## config.mk

```make
export PLATFORM = sky130hd
export DESIGN_NAME = cmpe_top
export DESIGN_NICKNAME = d
export VERILOG_FILES = /design/src/hw/cmpe_pkg.sv /design/src/hw/cmpe_chan_if.sv /design/src/hw/cmpe_tick.sv /design/src/hw/cmpe_chan.sv /design/src/hw/cmpe_top.sv
export SDC_FILE = /design/constraint.sdc
export NUM_CORES = 1
export LEC_CHECK = 0
export ABC_CLOCK_PERIOD_IN_PS = 2400
export BUFFER_PORTS_ARGS = -buffer_cell sky130_fd_sc_hd__buf_2
export CAP_MARGIN = 30
export CORE_AREA = 2 2 109 111
export DETAILED_ROUTE_END_ITERATION = 16
export DIE_AREA = 0 0 111 113
export PLACE_DENSITY = 0.62
export RECOVER_POWER = 100
export REMOVE_ABC_BUFFERS = 1
export SLEW_MARGIN = 20
export SYNTH_ARGS = -nofsm -noshare
export SYNTH_HDL_FRONTEND = slang
export SYNTH_SLANG_ARGS = --single-unit
```

## constraint.sdc

```tcl
create_clock -name clk -period 2.4 [get_ports clk]
set_input_delay 0.12 -clock clk [delete_from_list [all_inputs] [get_ports clk]]
set_output_delay 0.12 -clock clk [all_outputs]
set_load 0.01 [all_outputs]
```

## src/hw/cmpe_pkg.sv

```systemverilog
// cmpe_pkg: register map, field positions, reset values and timing for the
// dual comparator event block.
// assumes a 10 MHz system clock and 8-bit register data.
`default_nettype none
package cmpe_pkg;
    localparam int DW = 8;
    localparam int AW = 4;
    // register offsets
    localparam logic [AW-1:0] ADR_CTRL1 = 4'h0; // cmp1_control_reg
    localparam logic [AW-1:0] ADR_CTRL2 = 4'h1; // cmp2_control_reg
    localparam logic [AW-1:0] ADR_DET1 = 4'h2;  // detect_control_reg_one
    localparam logic [AW-1:0] ADR_DET2 = 4'h3;  // detect_control_reg_two
    localparam logic [AW-1:0] ADR_SRC = 4'h4;   // input_source_reg
    localparam logic [AW-1:0] ADR_EDGE = 4'h5;  // edge_select_reg
    localparam logic [AW-1:0] ADR_MODE = 4'h6;  // comparator_mode_reg
    localparam logic [AW-1:0] ADR_PIN = 4'h7;   // pin_select_reg_four
    localparam logic [AW-1:0] ADR_CLK1 = 4'h8;  // system_clock_reg_one
    localparam logic [AW-1:0] ADR_IC1 = 4'h9;   // comparator_int_control_reg, cmp1
    localparam logic [AW-1:0] ADR_IC2 = 4'ha;   // comparator_int_control_reg, cmp2
    localparam logic [AW-1:0] ADR_REF = 4'hb;   // reference select
    // control register fields
    localparam int CB_IEN = 0;
    localparam int CB_FDIS = 1;
    localparam int CB_FLAG = 2;
    localparam int CB_B3 = 3;   // cmp1: result monitor, cmp2: watchdog flag
    localparam int CB_DIV = 4;  // two bits, 5:4
    localparam int CB_DIR = 7;
    // other fields
    localparam int DET1_MON2 = 3;
    localparam int DET2_EN1 = 6;
    localparam int DET2_EN2 = 7;
    localparam int SRC_CMP1 = 5;
    localparam int SRC_CMP2 = 6;
    localparam int EDGE_BOTH1 = 1;
    localparam int EDGE_BOTH2 = 2;
    localparam int MODE_POL1 = 0;
    localparam int MODE_POL2 = 1;
    localparam int MODE_OE1 = 2;
    localparam int MODE_OE2 = 3;
    localparam int MODE_SEL1 = 4;
    localparam int MODE_SEL2 = 5;
    localparam int PIN_COMP = 0;
    localparam int CLK_OSC_STOP = 4;
    localparam int IC_REQ = 3;
    localparam int REF_EXT = 0;
    // writable masks and reset values
    localparam logic [DW-1:0] MODE_MASK = 8'h3f;
    localparam logic [DW-1:0] RST_CTRL = 8'h02;
    localparam logic [DW-1:0] RST_ZERO = 8'h00;
    localparam logic [DW-1:0] RST_CLK1 = 8'h10;
    localparam logic [DW-1:0] FLAG_MASK1 = 8'h04;
    localparam logic [DW-1:0] FLAG_MASK2 = 8'h0c;
    // timing
    localparam int CLK_NS = 100;
    localparam int SETTLE_NS = 100000;  // enable settling delay, least time
    localparam int SETTLE_CYC = (SETTLE_NS + CLK_NS - 1) / CLK_NS;
    localparam int FILT_DEPTH = 3;

    // sampling clock select code to terminal count of the divider
    function automatic logic [2:0] cmpe_div_limit(input logic [1:0] code);
        unique case (code)
            2'h0: cmpe_div_limit = 3'h0;
            2'h1: cmpe_div_limit = 3'h1;
            2'h2: cmpe_div_limit = 3'h3;
            default: cmpe_div_limit = 3'h7;
        endcase
    endfunction : cmpe_div_limit
endpackage : cmpe_pkg
`default_nettype wire

```

## src/hw/cmpe_chan_if.sv

```systemverilog
// cmpe_chan_if: configuration and event lines between the control core
// and one comparator event channel. all signals on the system clock.
`default_nettype none
interface cmpe_chan_if;
    logic cmp_sync;
    logic tick;
    logic filt_dis;
    logic edge_both;
    logic edge_dir;
    logic armed;
    logic event_p;
    logic filt_val;
    modport ctl (output cmp_sync, tick, filt_dis, edge_both, edge_dir, armed,
                 input event_p, filt_val);
    modport chan (input cmp_sync, tick, filt_dis, edge_both, edge_dir, armed,
                  output event_p, filt_val);
endinterface : cmpe_chan_if
`default_nettype wire

```

## src/hw/cmpe_tick.sv

```systemverilog
// cmpe_tick: sampling clock tick from the low-speed oscillator pin.
// assumes the oscillator is far slower than clk; its input is synchronised here.
`default_nettype none
module cmpe_tick
    import cmpe_pkg::*;
(
    input wire logic clk,
    input wire logic reset,
    input wire logic ce,
    input wire logic osc_raw,
    input wire logic run,
    input wire logic [1:0] div_sel,
    output logic tick
);
    logic s1_r, s2_r, s3_r;
    logic [2:0] cnt_r, cnt_nxt;
    logic osc_rise;

    // divide by 1/2/4/8 on oscillator rising edges
    always_comb begin
        osc_rise = s2_r & ~s3_r;
        cnt_nxt = cnt_r;
        tick = 1'b0;
        if (!run) begin
            cnt_nxt = 3'h0;
        end else if (osc_rise) begin
            if (cnt_r >= cmpe_div_limit(div_sel)) begin
                cnt_nxt = 3'h0;
                tick = 1'b1;
            end else begin
                cnt_nxt = cnt_r + 3'h1;
            end
        end
    end

    // two-stage synchroniser then edge history
    always_ff @(posedge clk) begin
        if (reset) begin
            s1_r <= 1'b0;
            s2_r <= 1'b0;
            s3_r <= 1'b0;
            cnt_r <= 3'h0;
        end else if (ce) begin
            s1_r <= osc_raw;
            s2_r <= s1_r;
            s3_r <= s2_r;
            cnt_r <= cnt_nxt;
        end
    end

    property p_tick_div8;
        @(posedge clk) disable iff (reset)
        ce && tick && run && div_sel == 2'h3 |-> $past(cnt_r) == 3'h7;
    endproperty
    a_tick_div8: assert property (p_tick_div8) else $error("divide by 8 tick early");
endmodule : cmpe_tick
`default_nettype wire

```

## src/hw/cmpe_chan.sv

```systemverilog
// cmpe_chan: digital filter and edge detection for one comparator.
// assumes cmp_sync is already synchronised to clk.
`default_nettype none
module cmpe_chan
    import cmpe_pkg::*;
(
    input wire logic clk,
    input wire logic reset,
    input wire logic ce,
    cmpe_chan_if.chan ch
);
    logic [FILT_DEPTH-1:0] samp_r, samp_nxt;
    logic filt_r, filt_nxt;
    logic prev_r, cur;
    logic rise, fall;

    // filter takes a new level only when every sample agrees
    always_comb begin
        samp_nxt = samp_r;
        filt_nxt = filt_r;
        if (ch.tick) begin
            samp_nxt = {samp_r[FILT_DEPTH-2:0], ch.cmp_sync};
            if (&samp_nxt || ~|samp_nxt) begin
                filt_nxt = samp_nxt[0];
            end
        end
    end

    // edge condition on filtered or direct level
    always_comb begin
        cur = ch.filt_dis ? ch.cmp_sync : filt_r;
        rise = cur & ~prev_r;
        fall = ~cur & prev_r;
        ch.event_p = ch.armed & (ch.edge_both ? (rise | fall) : (ch.edge_dir ? fall : rise));
        ch.filt_val = filt_r;
    end

    always_ff @(posedge clk) begin
        if (reset) begin
            samp_r <= '0;
            filt_r <= 1'b0;
            prev_r <= 1'b0;
        end else if (ce) begin
            samp_r <= samp_nxt;
            filt_r <= filt_nxt;
            prev_r <= cur;
        end
    end

    property p_nofilt_rise;
        @(posedge clk) disable iff (reset)
        ch.armed && ch.filt_dis && !ch.edge_both && !ch.edge_dir && ch.cmp_sync && !prev_r
        |-> ch.event_p;
    endproperty
    a_nofilt_rise: assert property (p_nofilt_rise) else $error("missed direct edge");

    property p_filt_hold;
        @(posedge clk) disable iff (reset)
        ce && !ch.tick |=> $stable(filt_r);
    endproperty
    a_filt_hold: assert property (p_filt_hold) else $error("filter moved without tick");

    c_filt_change: cover property (@(posedge clk) disable iff (reset) ce && filt_nxt != filt_r);
endmodule : cmpe_chan
`default_nettype wire

```

## src/hw/cmpe_top.sv

```systemverilog
// cmpe_top: control registers, result monitor, output pins and interrupt
// requests for two independent comparators.
// assumes a plain register port on clk and digital comparator results from
// the analog section, which arrive asynchronously.
`default_nettype none
module cmpe_top
    import cmpe_pkg::*;
#(
    parameter int SETTLE_CYCLES = SETTLE_CYC
) (
    input wire logic clk,
    input wire logic reset,
    input wire logic ce,
    input wire logic soft_reset,
    input wire logic [AW-1:0] addr,
    input wire logic [DW-1:0] wdata,
    input wire logic wr_en,
    input wire logic rd_en,
    output logic [DW-1:0] rdata,
    input wire logic cmp1_analog_input,
    input wire logic cmp2_analog_input,
    input wire logic lowspeed_osc_clock,
    input wire logic wdt_detect,
    output logic comparator_result_out_pin1,
    output logic comparator_result_out_pin1_oe,
    output logic comparator_result_out_pin2,
    output logic comparator_result_out_pin2_oe,
    output logic cmp1_nmi_req,
    output logic cmp2_nmi_req,
    output logic cmp1_pending_request,
    output logic cmp2_pending_request,
    output logic [2:0] cmp1_priority_level,
    output logic [2:0] cmp2_priority_level,
    output logic ref_select_external,
    output logic cmp1_circuit_enable,
    output logic cmp2_circuit_enable,
    output logic cmp1_input_source_select,
    output logic cmp2_input_source_select,
    output logic comparator_pin_function_select,
    output logic lowspeed_osc_stop
);
    localparam int SW = $clog2(SETTLE_CYCLES + 1);
    localparam logic [SW-1:0] SETTLE_END = SW'(SETTLE_CYCLES);

    logic [DW-1:0] ctrl_r [2];
    logic [DW-1:0] ctrl_nxt [2];
    logic [DW-1:0] ic_r [2];
    logic [DW-1:0] ic_nxt [2];
    logic [DW-1:0] det2_r, det2_nxt, src_r, src_nxt, edge_r, edge_nxt;
    logic [DW-1:0] mode_r, mode_nxt, pin_r, pin_nxt, clk1_r, clk1_nxt, ref_r, ref_nxt;
    logic [SW-1:0] settle_r [2];
    logic [SW-1:0] settle_nxt [2];
    logic [1:0] sy1_r, sy2_r, out_r, out_nxt, nmi_r, nmi_nxt;
    logic [1:0] ev, cfg_ok, ready, mon, en, srcsel, sel, pol, oe;
    logic [DW-1:0] rdata_r, rd_mux;
    logic tick1, tick2;

    cmpe_chan_if ch1_if ();
    cmpe_chan_if ch2_if ();

    // per-channel decoded fields; each path uses its own bits plus the shared pin function and oscillator stop bits
    assign en = {det2_r[DET2_EN2], det2_r[DET2_EN1]};
    assign srcsel = {src_r[SRC_CMP2], src_r[SRC_CMP1]};
    assign sel = {mode_r[MODE_SEL2], mode_r[MODE_SEL1]};
    assign pol = {mode_r[MODE_POL2], mode_r[MODE_POL1]};
    assign oe = {mode_r[MODE_OE2], mode_r[MODE_OE1]};
    assign ev = {ch2_if.event_p, ch1_if.event_p};

    // monitor shows the result once configured and settled
    always_comb begin
        for (int i = 0; i < 2; i++) begin
            cfg_ok[i] = pin_r[PIN_COMP] & srcsel[i] & en[i];
            ready[i] = cfg_ok[i] && settle_r[i] == SETTLE_END;
            mon[i] = ready[i] & sy2_r[i];
            settle_nxt[i] = settle_r[i];
            if (!cfg_ok[i]) begin
                settle_nxt[i] = '0;
            end else if (!ready[i]) begin
                settle_nxt[i] = settle_r[i] + SW'(1);
            end
            out_nxt[i] = sy2_r[i] ^ pol[i];
        end
    end

    // channel configuration into the event channels
    assign ch1_if.cmp_sync = sy2_r[0];
    assign ch1_if.tick = tick1;
    assign ch1_if.filt_dis = ctrl_r[0][CB_FDIS];
    assign ch1_if.edge_both = edge_r[EDGE_BOTH1];
    assign ch1_if.edge_dir = ctrl_r[0][CB_DIR];
    assign ch1_if.armed = en[0] & ctrl_r[0][CB_IEN];
    assign ch2_if.cmp_sync = sy2_r[1];
    assign ch2_if.tick = tick2;
    assign ch2_if.filt_dis = ctrl_r[1][CB_FDIS];
    assign ch2_if.edge_both = edge_r[EDGE_BOTH2];
    assign ch2_if.edge_dir = ctrl_r[1][CB_DIR];
    assign ch2_if.armed = en[1] & ctrl_r[1][CB_IEN];

    cmpe_tick u_tick1 (
        .clk(clk),
        .reset(reset),
        .ce(ce),
        .osc_raw(lowspeed_osc_clock),
        .run(~clk1_r[CLK_OSC_STOP]),
        .div_sel(ctrl_r[0][CB_DIV+:2]),
        .tick(tick1)
    );
    cmpe_tick u_tick2 (
        .clk(clk),
        .reset(reset),
        .ce(ce),
        .osc_raw(lowspeed_osc_clock),
        .run(~clk1_r[CLK_OSC_STOP]),
        .div_sel(ctrl_r[1][CB_DIV+:2]),
        .tick(tick2)
    );
    cmpe_chan u_chan1 (
        .clk(clk),
        .reset(reset),
        .ce(ce),
        .ch(ch1_if.chan)
    );
    cmpe_chan u_chan2 (
        .clk(clk),
        .reset(reset),
        .ce(ce),
        .ch(ch2_if.chan)
    );

    // register writes, software reset, then hardware sets so a set wins
    always_comb begin
        ctrl_nxt = ctrl_r;
        ic_nxt = ic_r;
        det2_nxt = det2_r;
        src_nxt = src_r;
        edge_nxt = edge_r;
        mode_nxt = mode_r;
        pin_nxt = pin_r;
        clk1_nxt = clk1_r;
        ref_nxt = ref_r;
        nmi_nxt = 2'h0;
        if (wr_en) begin
            unique case (addr)
                // divider and filter-disable land in the same write
                ADR_CTRL1: ctrl_nxt[0] = {wdata[7], 1'b0, wdata[5:4], 1'b0,
                                          ctrl_r[0][CB_FLAG] & wdata[2], wdata[1:0]};
                ADR_CTRL2: ctrl_nxt[1] = {wdata[7], 1'b0, wdata[5:4],
                                          ctrl_r[1][3:2] & wdata[3:2], wdata[1:0]};
                ADR_DET2: det2_nxt = wdata & 8'hc0;
                ADR_SRC: src_nxt = wdata & 8'h60;
                ADR_EDGE: edge_nxt = wdata & 8'h06;
                ADR_MODE: mode_nxt = wdata & MODE_MASK;
                ADR_PIN: pin_nxt = wdata & 8'h01;
                ADR_CLK1: clk1_nxt = wdata & 8'h10;
                ADR_IC1: ic_nxt[0] = {4'h0, ic_r[0][IC_REQ] & wdata[3], wdata[2:0]};
                ADR_IC2: ic_nxt[1] = {4'h0, ic_r[1][IC_REQ] & wdata[3], wdata[2:0]};
                ADR_REF: ref_nxt = wdata & 8'h01;
                default: ;
            endcase
        end
        // software or watchdog reset spares the control register flags but clears the pending request bits
        if (soft_reset) begin
            ctrl_nxt[0] = (RST_CTRL & ~FLAG_MASK1) | (ctrl_r[0] & FLAG_MASK1);
            ctrl_nxt[1] = (RST_CTRL & ~FLAG_MASK2) | (ctrl_r[1] & FLAG_MASK2);
            ic_nxt[0] = RST_ZERO;
            ic_nxt[1] = RST_ZERO;
            det2_nxt = RST_ZERO;
            src_nxt = RST_ZERO;
            edge_nxt = RST_ZERO;
            mode_nxt = RST_ZERO;
            pin_nxt = RST_ZERO;
            clk1_nxt = RST_CLK1;
            ref_nxt = RST_ZERO;
        end
        for (int i = 0; i < 2; i++) begin
            if (ev[i]) begin
                ctrl_nxt[i][CB_FLAG] = 1'b1;
                if (sel[i]) begin
                    ic_nxt[i][IC_REQ] = 1'b1;
                end else begin
                    nmi_nxt[i] = 1'b1;
                end
            end
        end
        if (wdt_detect) begin
            ctrl_nxt[1][CB_B3] = 1'b1;
        end
    end

    // read mux; monitor bits are live state, reserved bits read zero
    always_comb begin
        unique case (addr)
            ADR_CTRL1: rd_mux = {ctrl_r[0][7:4], mon[0], ctrl_r[0][2:0]};
            ADR_CTRL2: rd_mux = ctrl_r[1];
            ADR_DET1: rd_mux = {4'h0, mon[1], 3'h0};
            ADR_DET2: rd_mux = det2_r;
            ADR_SRC: rd_mux = src_r;
            ADR_EDGE: rd_mux = edge_r;
            ADR_MODE: rd_mux = mode_r;
            ADR_PIN: rd_mux = pin_r;
            ADR_CLK1: rd_mux = clk1_r;
            ADR_IC1: rd_mux = ic_r[0];
            ADR_IC2: rd_mux = ic_r[1];
            ADR_REF: rd_mux = ref_r;
            default: rd_mux = 8'h00;
        endcase
    end

    // all state registers; synchronisers feed nothing but their second stage
    always_ff @(posedge clk) begin
        if (reset) begin
            ctrl_r[0] <= RST_CTRL;
            ctrl_r[1] <= RST_CTRL;
            ic_r[0] <= RST_ZERO;
            ic_r[1] <= RST_ZERO;
            det2_r <= RST_ZERO;
            src_r <= RST_ZERO;
            edge_r <= RST_ZERO;
            mode_r <= RST_ZERO;
            pin_r <= RST_ZERO;
            clk1_r <= RST_CLK1;
            ref_r <= RST_ZERO;
            settle_r[0] <= '0;
            settle_r[1] <= '0;
            sy1_r <= 2'h0;
            sy2_r <= 2'h0;
            out_r <= 2'h0;
            nmi_r <= 2'h0;
            rdata_r <= 8'h00;
        end else if (ce) begin
            ctrl_r <= ctrl_nxt;
            ic_r <= ic_nxt;
            det2_r <= det2_nxt;
            src_r <= src_nxt;
            edge_r <= edge_nxt;
            mode_r <= mode_nxt;
            pin_r <= pin_nxt;
            clk1_r <= clk1_nxt;
            ref_r <= ref_nxt;
            settle_r <= settle_nxt;
            sy1_r <= {cmp2_analog_input, cmp1_analog_input};
            sy2_r <= sy1_r;
            out_r <= out_nxt;
            nmi_r <= nmi_nxt;
            rdata_r <= rd_en ? rd_mux : 8'h00;
        end
    end

    // port drive; pin enable needs the comparator pin function too
    assign rdata = rdata_r;
    assign comparator_result_out_pin1 = out_r[0];
    assign comparator_result_out_pin2 = out_r[1];
    assign comparator_result_out_pin1_oe = oe[0] & pin_r[PIN_COMP];
    assign comparator_result_out_pin2_oe = oe[1] & pin_r[PIN_COMP];
    assign cmp1_nmi_req = nmi_r[0];
    assign cmp2_nmi_req = nmi_r[1];
    assign cmp1_pending_request = ic_r[0][IC_REQ];
    assign cmp2_pending_request = ic_r[1][IC_REQ];
    assign cmp1_priority_level = ic_r[0][2:0];
    assign cmp2_priority_level = ic_r[1][2:0];
    assign ref_select_external = ref_r[REF_EXT];
    assign cmp1_circuit_enable = en[0];
    assign cmp2_circuit_enable = en[1];
    assign cmp1_input_source_select = srcsel[0];
    assign cmp2_input_source_select = srcsel[1];
    assign comparator_pin_function_select = pin_r[PIN_COMP];
    assign lowspeed_osc_stop = clk1_r[CLK_OSC_STOP];

    property p_mon_wait;
        @(posedge clk) disable iff (reset)
        ce && !cfg_ok[0] |=> !mon[0] && settle_r[0] == '0;
    endproperty
    a_mon_wait: assert property (p_mon_wait) else $error("monitor before settling");

    property p_mon2_follow;
        @(posedge clk) disable iff (reset)
        cfg_ok[1] && settle_r[1] == SETTLE_END |-> mon[1] == sy2_r[1];
    endproperty
    a_mon2_follow: assert property (p_mon2_follow) else $error("monitor2 wrong");

    property p_nmi1;
        @(posedge clk) disable iff (reset)
        ce && ev[0] && !sel[0] |=> cmp1_nmi_req && ctrl_r[0][CB_FLAG];
    endproperty
    a_nmi1: assert property (p_nmi1) else $error("no nmi on cmp1 event");

    property p_ir2;
        @(posedge clk) disable iff (reset)
        ce && ev[1] && sel[1] |=> cmp2_pending_request && !cmp2_nmi_req && ctrl_r[1][CB_FLAG];
    endproperty
    a_ir2: assert property (p_ir2) else $error("no pending bit on cmp2 event");

    property p_flag_w1;
        @(posedge clk) disable iff (reset)
        ce && wr_en && addr == ADR_CTRL1 && wdata[CB_FLAG] && !ctrl_r[0][CB_FLAG] && !ev[0]
        |=> !ctrl_r[0][CB_FLAG];
    endproperty
    a_flag_w1: assert property (p_flag_w1) else $error("flag set by software");

    property p_flag_w0;
        @(posedge clk) disable iff (reset)
        ce && wr_en && addr == ADR_CTRL2 && !wdata[CB_FLAG] && !ev[1] |=> !ctrl_r[1][CB_FLAG];
    endproperty
    a_flag_w0: assert property (p_flag_w0) else $error("flag clear lost");

    property p_soft_keep;
        @(posedge clk) disable iff (reset)
        ce && soft_reset && ctrl_r[1][CB_FLAG] && ctrl_r[1][CB_B3] |=> ctrl_r[1][3:2] == 2'h3;
    endproperty
    a_soft_keep: assert property (p_soft_keep) else $error("flag lost on soft reset");

    property p_indep;
        @(posedge clk) disable iff (reset)
        ce && ev[0] && !ev[1] && !ctrl_r[1][CB_FLAG] |=> !ctrl_r[1][CB_FLAG] && !cmp2_nmi_req;
    endproperty
    a_indep: assert property (p_indep) else $error("channel crosstalk");

    property p_out_pol;
        @(posedge clk) disable iff (reset)
        ce |=> comparator_result_out_pin2 == ($past(sy2_r[1]) ^ $past(pol[1]));
    endproperty
    a_out_pol: assert property (p_out_pol) else $error("output polarity wrong");

    c_nmi1: cover property (@(posedge clk) disable iff (reset) cmp1_nmi_req);
    c_ir2: cover property (@(posedge clk) disable iff (reset) $rose(cmp2_pending_request));
    c_mon1: cover property (@(posedge clk) disable iff (reset) mon[0]);
endmodule : cmpe_top
`default_nettype wire

```

==> results.json, run 1 <==
{
  "status": "finished, violations left",
  "violations": "capacitance limit, slew limit",
  "ys_async_sr_fraction": 0,
  "setup_tns_ns": 0,
  "synthTopCellsByArea": "dfxtp_1 (40%), nor2_1 (6.5%), ha_1 (4.5%), a22oi_1 (4.4%), a21oi_1 (3.7%)",
  "yosysWarnings": 0,
  "netlist.top_cell.by_area": "dfxtp_1",
  "die_height_um": 113,
  "relSlewSlack": -0.133,
  "design_area_um2": 5070,
  "placed_area_um2": 4780,
  "crit_path_top_delay_cell": "a211oi_1",
  "cts_buffers": 9,
  "cts_tree": "yes",
  "area_delta_synth_final_pct": 14.3,
  "crit_cells": 7,
  "powerDensity_nw_per_um2": 654,
  "critPathCaptureType": "register",
  "syn_inst": 531,
  "maxCapViolations": 1,
  "crit_top_cell": "a211oi_1",
  "synth-edff-count": 0,
  "antennaDiodeCount": 0,
  "place_hpwl_um": 8930,
  "nets": 610,
  "worst_slew_pin_slew_ns": 1.70,
  "syn_avg_cell_area_um2": 8.35,
  "synth_top_area_share": 0.402,
  "synth_ff_type": "dfxtp_1",
  "yosysSeqAreaShare": 0.402,
  "core_um2": 11300,
  "rows": 39,
  "grt_max_degree": 37,
  "first_iter_violations": 346,
  "ys_ff_latch": 89,
  "syn_area_um2": 4430,
  "worstPathRequired_ns": 2.64,
  "clock_skew_ns": 0.00591,
  "vdd_drop_max_v": 0.000381,
  "start_util": 0.393,
  "hold_path_depth": 3,
  "total_power_mw": 3.31,
  "path_class": "reg -> reg",
  "routed-wl-met2_um": 5760,
  "path_cells": "or2_2, ha_1, nand2b_1, a211oi_1, or2_0, o41ai_1, a211oi_1",
  "nFillCells": 1140,
  "grt_setup_unrepaired": "no",
  "slowest_delay_ns": 0.35,
  "h-tree-depth": 3,
  "drive_gt1_frac": 0.0884,
  "cts_buffer_depth": 2,
  "wl_um": 12400,
  "crit_arrival_ns": 2.41,
  "pin_count": 51,
  "clk_pin_slew_ns": 0.06,
  "viasPerCell": 5.68,
  "fmax_ghz": 0.461,
  "path_buf_inv": 0,
  "reg2regPathDepth": 7,
  "setup_violations": 0,
  "io_buffers": 50,
  "grt_pass1_wl_um": 20200,
  "gp_congestion": 0.890,
  "grt_pass1_vias": 3943,
  "wl_met1_um": 5730,
  "worst_setup_path_start_kind": "register",
  "vias": 4092,
  "die-area_um2": 12500,
  "leakagePower_nw": 1.77,
  "root_buffer": "clkbuf_16",
  "crit_path_max_fanout": 6,
  "die-width_um": 111,
  "cp_top_family": "simple AND/OR/NAND/NOR gates",
  "multi_input_area_um2": 2420,
  "first_pass_iters": 5,
  "period_share": 0.905,
  "ant_nets": 0,
  "hold_path_class": "in -> reg",
  "insertion_delay_ns": 0.35,
  "timing.hold.ws_ns": 0.0151,
  "top_layer": "met4",
  "drv_slew": 37,
  "antenna_found_initial": 0,
  "grt_usage": 0.200,
  "gr-total-overflow": 0,
  "final-hold-violation-count": 0,
  "wl_met3_um": 735,
  "route.detailed.drc": 0,
  "final-seq-area_um2": 1780,
  "post-cts-setup-buffers": 0,
  "cts_sinks": 89,
  "synth.distinct_cells": 60,
  "wire_per_inst_um": 17.3,
  "min_period_ns": 2.17
}
-- registers in the layout, indices dropped and copies added (netlist names), 3 cells and up --
signal / count
cmp1_priority_level: 3
cmp2_priority_level: 3
ctrl_r: 9
mode_r: 6
rdata: 8
settle_r: 20
u_tick1.cnt_r: 3
u_tick2.cnt_r: 3
-- worst paths after layout --
check | startpoint | endpoint | slack, ns
max | ctrl_r[4]$_SDFFE_PP0P_ | u_chan2.ch.filt_val$_SDFFE_PP0P_ | 0.23
min | lowspeed_osc_clock | u_tick1.s1_r$_SDFFE_PP0P_ | 0.02
max reg2reg | ctrl_r[4]$_SDFFE_PP0P_ | u_chan2.ch.filt_val$_SDFFE_PP0P_ | 0.23
min reg2reg | rdata[4]$_SDFFE_PP0P_ | rdata[4]$_SDFFE_PP0P_ | 0.47
-- per-stage QoR --
| step | utilization | instances | worst slack [ns] |
|---|---|---|---|
| 2_1_floorplan | - | 505 | 0.464 |
| 3_3_place_gp | 0.424 | 703 | 0.365 |
| 3_5_place_dp | 0.424 | 703 | 0.277 |
| 4_1_cts | 0.455 | 720 | 0.249 |
| 5_1_grt | 0.449 | 720 | 0.0385 |
| 6_report | 0.449 | 720 | 0.229 |
-- routing by layer --
metal / up-vias / global-route usage
met5: - / 0
li1: 1988 / -
met1: 1959 / 0.264
met3: 22 / 0.0434
met4: 0 / 0.0658
met2: 123 / 0.328
-- layout by cell type (no fill, tap or decap), types with 6 or more instances in the layout --
master	Yosys	final
dfxtp_1	89	89
nor2_1	77	77
nand2_1	40	40
a21oi_1	33	33
clkbuf_1	12	31
a22oi_1	26	26
nand3_1	23	23
inv_1	21	22
o21ai_0	21	22
buf_2	6	22
ha_1	16	16
mux2i_1	12	12
nor2b_1	11	11
a211oi_1	11	11
nand2b_1	10	10
clkbuf_16	0	9
nor4_1	8	8
a31oi_1	8	8
nand4_1	8	8
xor2_1	8	8
nor3_1	8	8
xnor2_1	7	7
a32oi_1	6	6
-- area by class of cell --
cell class	instances	area share
clock buffers	11	0.0459
inverters	23	0.0170
repair buffers	56	0.0511
multi-input cells	393	0.478
well taps	143	0.0353
clock inverters	5	0.0205
flip-flops and latches	89	0.352
-- worst min-delay path, stage by stage --
cell	delay, ns
buf_2	0.08
mux2i_1	0.05
nor2_1	0.07
-- cells by family (layout without fill, tap and decap cells) --
family                   after synthesis  in the layout  share of synthesized area
AO/OA/AOI/OAI                        130            130                      0.197
AND/OR/NAND/NOR                      218            218                      0.246
multiplexers                          14             14                     0.0322
adder cells (fa/ha/maj)               16             16                     0.0452
XOR/XNOR                              15             15                     0.0296
flip-flops                            89             89                      0.402
buffers and inverters                 49             95                     0.0474
-- cells in the mapped netlist, types with 3 or more instances --
cell type	instances
dfxtp_1	89
nor2_1	77
nand2_1	40
a21oi_1	33
a22oi_1	26
nand3_1	23
inv_1	21
o21ai_0	21
ha_1	16
clkbuf_1	12
mux2i_1	12
a211oi_1	11
nor2b_1	11
nand2b_1	10
a31oi_1	8
nand4_1	8
nor3_1	8
nor4_1	8
xor2_1	8
xnor2_1	7
a32oi_1	6
buf_2	6
and2_1	5
buf_1	5
or2_2	5
and3_1	4
a32o_1	3
or3_1	3
-- power breakdown --
part           switching [mW]  internal (mW)  leakage, nW
logic                   0.153         0.0568        0.885
clock network           0.582           1.02        0.164
registers              0.0114           1.49        0.719
-- repair_timing --
| action | 4_1_cts | 5_1_grt |
|---|---|---|
| hold endpoints to repair | 1 | 0 |
| hold buffers | 1 | 0 |
| setup endpoints to repair | 0 | 0 |
| resized for setup | 0 | 0 |
Power figures use the tool's default switching activity.
==> inputs of run 2 (changes only) <==
--- a/config.mk
+++ b/config.mk
@@ -8,10 +8,10 @@
 export ABC_CLOCK_PERIOD_IN_PS = 2400
 export BUFFER_PORTS_ARGS = -buffer_cell sky130_fd_sc_hd__buf_2
 export CAP_MARGIN = 30
-export CORE_AREA = 2 2 109 111
+export CORE_AREA = 2 2 91 93
 export DETAILED_ROUTE_END_ITERATION = 16
-export DIE_AREA = 0 0 111 113
-export PLACE_DENSITY = 0.62
+export DIE_AREA = 0 0 93 95
+export PLACE_DENSITY = 0.83
 export RECOVER_POWER = 100
 export REMOVE_ABC_BUFFERS = 1
 export SLEW_MARGIN = 20
==> results.json, run 2 (same netlist as run 1, synthesis figures left out) <==
{
  "critPathCaptureType": "register",
  "total_power_mw": 2.83,
  "io_buffers": 50,
  "grt_pass1_vias": 3849,
  "gp_congestion": 0.953,
  "viasPerCell": 6.10,
  "maxCapViolations": 1,
  "final_core_util": 0.621,
  "pin_count": 51,
  "wl_um": 11600,
  "largest_register_ffs": 20,
  "clockPowerShare": 0.396,
  "insertion_delay_ns": 0.36,
  "ant_nets": 0,
  "worst-r2r-setup-slack_ns": 0.18,
  "gr-total-overflow": 0,
  "violations": "capacitance limit, slew limit",
  "clk_pin_slew_ns": 0.09,
  "area_delta_synth_final_pct": 11.1,
  "vdd_drop_max_v": 0.000423,
  "cts-resized-gates": 0,
  "cts_buffer_depth": 2,
  "final_common_cell": "dfxtp_1",
  "nets": 613,
  "switchingPower_mw": 0.698,
  "placed_area_um2": 4730,
  "holdCritStartpoint": "wdata[7]",
  "r2r-start": "ctrl_r[4]$_SDFFE_PP0P_",
  "place_hpwl_um": 8300,
  "first_pass_iters": 5,
  "core_um2": 7930,
  "period_share": 0.923,
  "drive_gt1_frac": 0.0864,
  "setup_violations": 0,
  "seq_power_share": 0.530,
  "setup_tns_ns": 0,
  "cts_sinks": 89,
  "worstPathRequired_ns": 2.65,
  "crit_path_max_fanout": 6,
  "root_buffer": "clkbuf_8",
  "antenna_found_initial": 0,
  "worst_setup_path_start_kind": "register",
  "status": "finished, violations left",
  "first_iter_violations": 314,
  "grt_usage": 0.273,
  "relSlewSlack": -0.0798,
  "wire_per_inst_um": 16.9,
  "largest_register": "settle_r",
  "power_frac_comb": 0.074,
  "vias": 4175,
  "route.detailed.drc": 0,
  "hold_path_class": "in -> reg",
  "post-cts-setup-buffers": 0,
  "antennaDiodeCount": 0,
  "fmax_ghz": 0.451,
  "hold_path_depth": 3,
  "reg2regPathDepth": 7,
  "start_util": 0.559,
  "cts_tree": "yes",
  "crit_arrival_ns": 2.47,
  "die_height_um": 95,
  "min_period_ns": 2.22,
  "leakagePower_nw": 1.71,
  "min_to": "ch2_if.edge_dir$_SDFFE_PP0P_",
  "design_area_um2": 4920,
  "worst_slew_pin_slew_ns": 1.62,
  "worstSetupStartpoint": "ctrl_r[4]$_SDFFE_PP0P_",
  "final_cell_mix": "dfxtp_1 (89), nor2_1 (77), nand2_1 (40)",
  "rows": 33,
  "die-width_um": 93,
  "r2r-end": "u_chan2.ch.filt_val$_SDFFE_PP0P_",
  "h-tree-depth": 3,
  "grt_max_degree": 39,
  "drv_slew": 39,
  "grt_setup_unrepaired": "no",
  "grt_pass1_wl_um": 18800,
  "netSwitchingFraction": 0.247,
  "intPower_mw": 2.13,
  "nFillCells": 719,
  "cts_buffers": 9,
  "path_class": "reg -> reg",
  "final-hold-violation-count": 0,
  "clock_skew_ns": 0.00978,
  "postCtsHoldBufs": 4,
  "die-area_um2": 8840,
  "powerDensity_nw_per_um2": 574
}
## run 2: changes by cell type in the layout (fill, tap and decap cells not counted), sizes merged
cell         change
dlygate4sd3      +3
clkinvlp         +1
clkbuf           +2
bufinv           -1
buf              -3
## run 2: worst max-delay path, stage by stage (launching register included)
cell and delay, ns:
dfxtp_1 0.34, or2_2 0.30, ha_1 0.27, nand2b_1 0.15, a211oi_1 0.32, or2_0 0.35, o41ai_1 0.12, a211oi_1 0.26
## run 2: stage by stage
step,worst slack (ns),hold WS (ns),cells
final,0.184,0.0960,684
after global routing,0.0616,0.0909,684
after CTS,0.188,0.0674,684
after detailed placement,0.260,0.366,665
after global placement,0.375,0.357,665
after floorplan,0.464,0.189,505
## run 2: how the worst max path moves through the flow
| stage | end | cells after the start |
|---|---|---|
| after global placement | u_chan2.ch.filt_val$_SDFFE_PP0P_ | 7 |
| after global routing | u_chan2.ch.filt_val$_SDFFE_PP0P_ | 7 |
| after floorplan | u_chan1.ch.filt_val$_SDFFE_PP0P_ | 7 |
| after CTS | u_chan2.ch.filt_val$_SDFFE_PP0P_ | 7 |
| after detailed placement | u_chan2.ch.filt_val$_SDFFE_PP0P_ | 7 |
| final | u_chan2.ch.filt_val$_SDFFE_PP0P_ | 7 |
## run 2: layout make-up
class                   instances  area (um2)  share of cell area
well taps                     105         131              0.0267
clock inverters                 5        81.3              0.0165
repair buffers                 59         283              0.0574
multi-input cells             393        2430               0.493
inverters                      23        88.8              0.0180
flip-flops and latches         89        1780               0.362
clock buffers                  10         128              0.0259
## run 2: power by group through the flow
stage               Sequential [mW]  Clock [mW]  Combinational [mW]
finish                         1.50        1.12               0.210
floorplan                      1.53           0              0.0882
global route                   1.50        1.21               0.227
detailed placement             1.53           0               0.203
CTS                            1.50        1.14               0.209
global placement               1.53           0               0.201
## run 2: per-layer routing
layer  vias to the layer above  track usage  share of wire
met5                         -            0              0
met4                         0       0.0809          0.012
met3                        13       0.0662          0.066
met2                       174        0.455           0.47
met1                      1991        0.352           0.45
li1                       1997            -              -
==> inputs of run 3 (changes only) <==
--- a/config.mk
+++ b/config.mk
@@ -8,9 +8,9 @@
 export ABC_CLOCK_PERIOD_IN_PS = 2400
 export BUFFER_PORTS_ARGS = -buffer_cell sky130_fd_sc_hd__buf_2
 export CAP_MARGIN = 30
-export CORE_AREA = 2 2 91 93
+export CORE_AREA = 2 2 65 129
 export DETAILED_ROUTE_END_ITERATION = 16
-export DIE_AREA = 0 0 93 95
+export DIE_AREA = 0 0 67 131
 export PLACE_DENSITY = 0.83
 export RECOVER_POWER = 100
 export REMOVE_ABC_BUFFERS = 1
==> results.json, run 3 (same netlist as run 1, synthesis figures left out) <==
{
  "viasPerCell": 6.26,
  "first_iter_violations": 420,
  "seq_power_share": 0.452,
  "cts_tree": "yes",
  "intPower_mw": 2.56,
  "start_util": 0.566,
  "total_power_mw": 3.32,
  "drv_slew": 39,
  "setup_violations": 0,
  "setup_tns_ns": 0,
  "insertion_delay_ns": 0.35,
  "grt_pass1_wl_um": 18700,
  "clockPowerShare": 0.487,
  "gp_congestion": 0.922,
  "powerDensity_nw_per_um2": 667,
  "cts_buffer_depth": 2,
  "pin_count": 51,
  "switchingPower_mw": 0.762,
  "first_pass_iters": 7,
  "final_core_util": 0.637,
  "critPathCaptureType": "register",
  "timing.hold.ws_ns": 0.00791,
  "place_hpwl_um": 8190,
  "antenna_found_initial": 0,
  "root_buffer": "clkbuf_16",
  "io_buffers": 50,
  "post-place-ws_ns": 0.321,
  "worstPathRequired_ns": 2.65,
  "core_um2": 7830,
  "grt_setup_unrepaired": "no",
  "postCtsHoldBufs": 0,
  "clock_skew_ns": 0.00384,
  "cts_buffers": 9,
  "wl_um": 11500,
  "grt_usage": 0.281,
  "worst_slew_pin_slew_ns": 1.67,
  "die_height_um": 131,
  "grt_max_degree": 39,
  "cts_sinks": 89,
  "rows": 46,
  "final-hold-violation-count": 0,
  "wire_per_inst_um": 17.1,
  "crit_path_max_fanout": 6,
  "min_period_ns": 2.12,
  "crit_arrival_ns": 2.36,
  "status": "finished, violations left",
  "gr-total-overflow": 0,
  "route.detailed.drc": 0,
  "violations": "capacitance limit, slew limit",
  "nets": 609,
  "ant_nets": 0,
  "die-area_um2": 8780,
  "hold_path_class": "in -> reg",
  "clk_pin_slew_ns": 0.06,
  "die-width_um": 67,
  "worst_setup_path_start_kind": "register",
  "grt_pass1_vias": 3893,
  "post-cts-setup-buffers": 0,
  "period_share": 0.882,
  "netSwitchingFraction": 0.229,
  "reg2regPathDepth": 7,
  "cts-resized-gates": 0,
  "h-tree-depth": 3,
  "relSlewSlack": -0.114,
  "power_frac_comb": 0.062,
  "leakagePower_nw": 1.75,
  "maxCapViolations": 1,
  "largest_register": "settle_r",
  "hold_path_depth": 3,
  "final_cell_mix": "dfxtp_1 (89), nor2_1 (77), nand2_1 (40)",
  "vdd_drop_max_v": 0.000507,
  "vias": 4206,
  "path_class": "reg -> reg",
  "fmax_ghz": 0.472,
  "fin_ws_ns": 0.283,
  "area_delta_synth_final_pct": 12.5,
  "antennaDiodeCount": 0,
  "drive_gt1_frac": 0.0885,
  "largest_register_ffs": 20,
  "final_common_cell": "dfxtp_1"
}
==> run 3: cell count changes in the layout (fill, tap and decap cells not counted), sizes merged <==
cell | before | now
bufinv | 2 | 3
clkbuf | 42 | 40
dlygate4sd3 | 4 | 0
buf | 23 | 24
clkinvlp | 1 | 2
==> run 3: routing by layer <==
layer	GRT usage	vias to the layer above	part of all wire	routed length [um]
li1	-	1986	-	-
met1	0.358	1945	0.41	4690
met2	0.412	223	0.45	5140
met3	0.0728	52	0.086	995
met4	0.188	0	0.059	680
met5	0	-	0	0
==> run 3: path summary, 6_finish.rpt <==
path / from / endpoint / slack, ns
max: ctrl_r[4]$_SDFFE_PP0P_ / u_chan2.ch.filt_val$_SDFFE_PP0P_ / 0.28
min: cmp1_analog_input / sy1_r[0]$_SDFFE_PP0P_ / 0.008
max reg2reg: ctrl_r[4]$_SDFFE_PP0P_ / u_chan2.ch.filt_val$_SDFFE_PP0P_ / 0.28
min reg2reg: rdata[2]$_SDFFE_PP0P_ / rdata[2]$_SDFFE_PP0P_ / 0.47
==> run 3: power by group through the flow <==
stage / clock network [mW] / registers (mW) / logic (mW)
global route: 1.69 / 1.50 / 0.222
CTS: 1.63 / 1.50 / 0.205
floorplan: 0 / 1.53 / 0.0882
finish: 1.62 / 1.50 / 0.206
detailed placement: 0 / 1.53 / 0.203
global placement: 0 / 1.53 / 0.200
==> run 3: cell type report <==
cell class | instances | area (um2)
clock buffer | 9 | 225
clock inverter | 7 | 119
fill | 712 | 2840
inverter | 23 | 88.8
multi-input combinational | 393 | 2400
sequential | 89 | 1780
tap | 96 | 120
timing repair buffer | 55 | 246
==> run 3: per-stage QoR <==
step / area [um2] / std cells
4_1_cts: 5060 / 672
5_1_grt: 4980 / 672
3_5_place_dp: 4720 / 656
2_1_floorplan: 4310 / 505
3_3_place_gp: 4720 / 656
6_report: 4980 / 672
==> run 3: critical path: stages, from the launching register on <==
cell and delay (ns):
dfxtp_1 0.34, or2_2 0.30, ha_1 0.26, nand2b_1 0.14, a211oi_1 0.31, or2_0 0.31
o41ai_1 0.12, a211oi_1 0.24
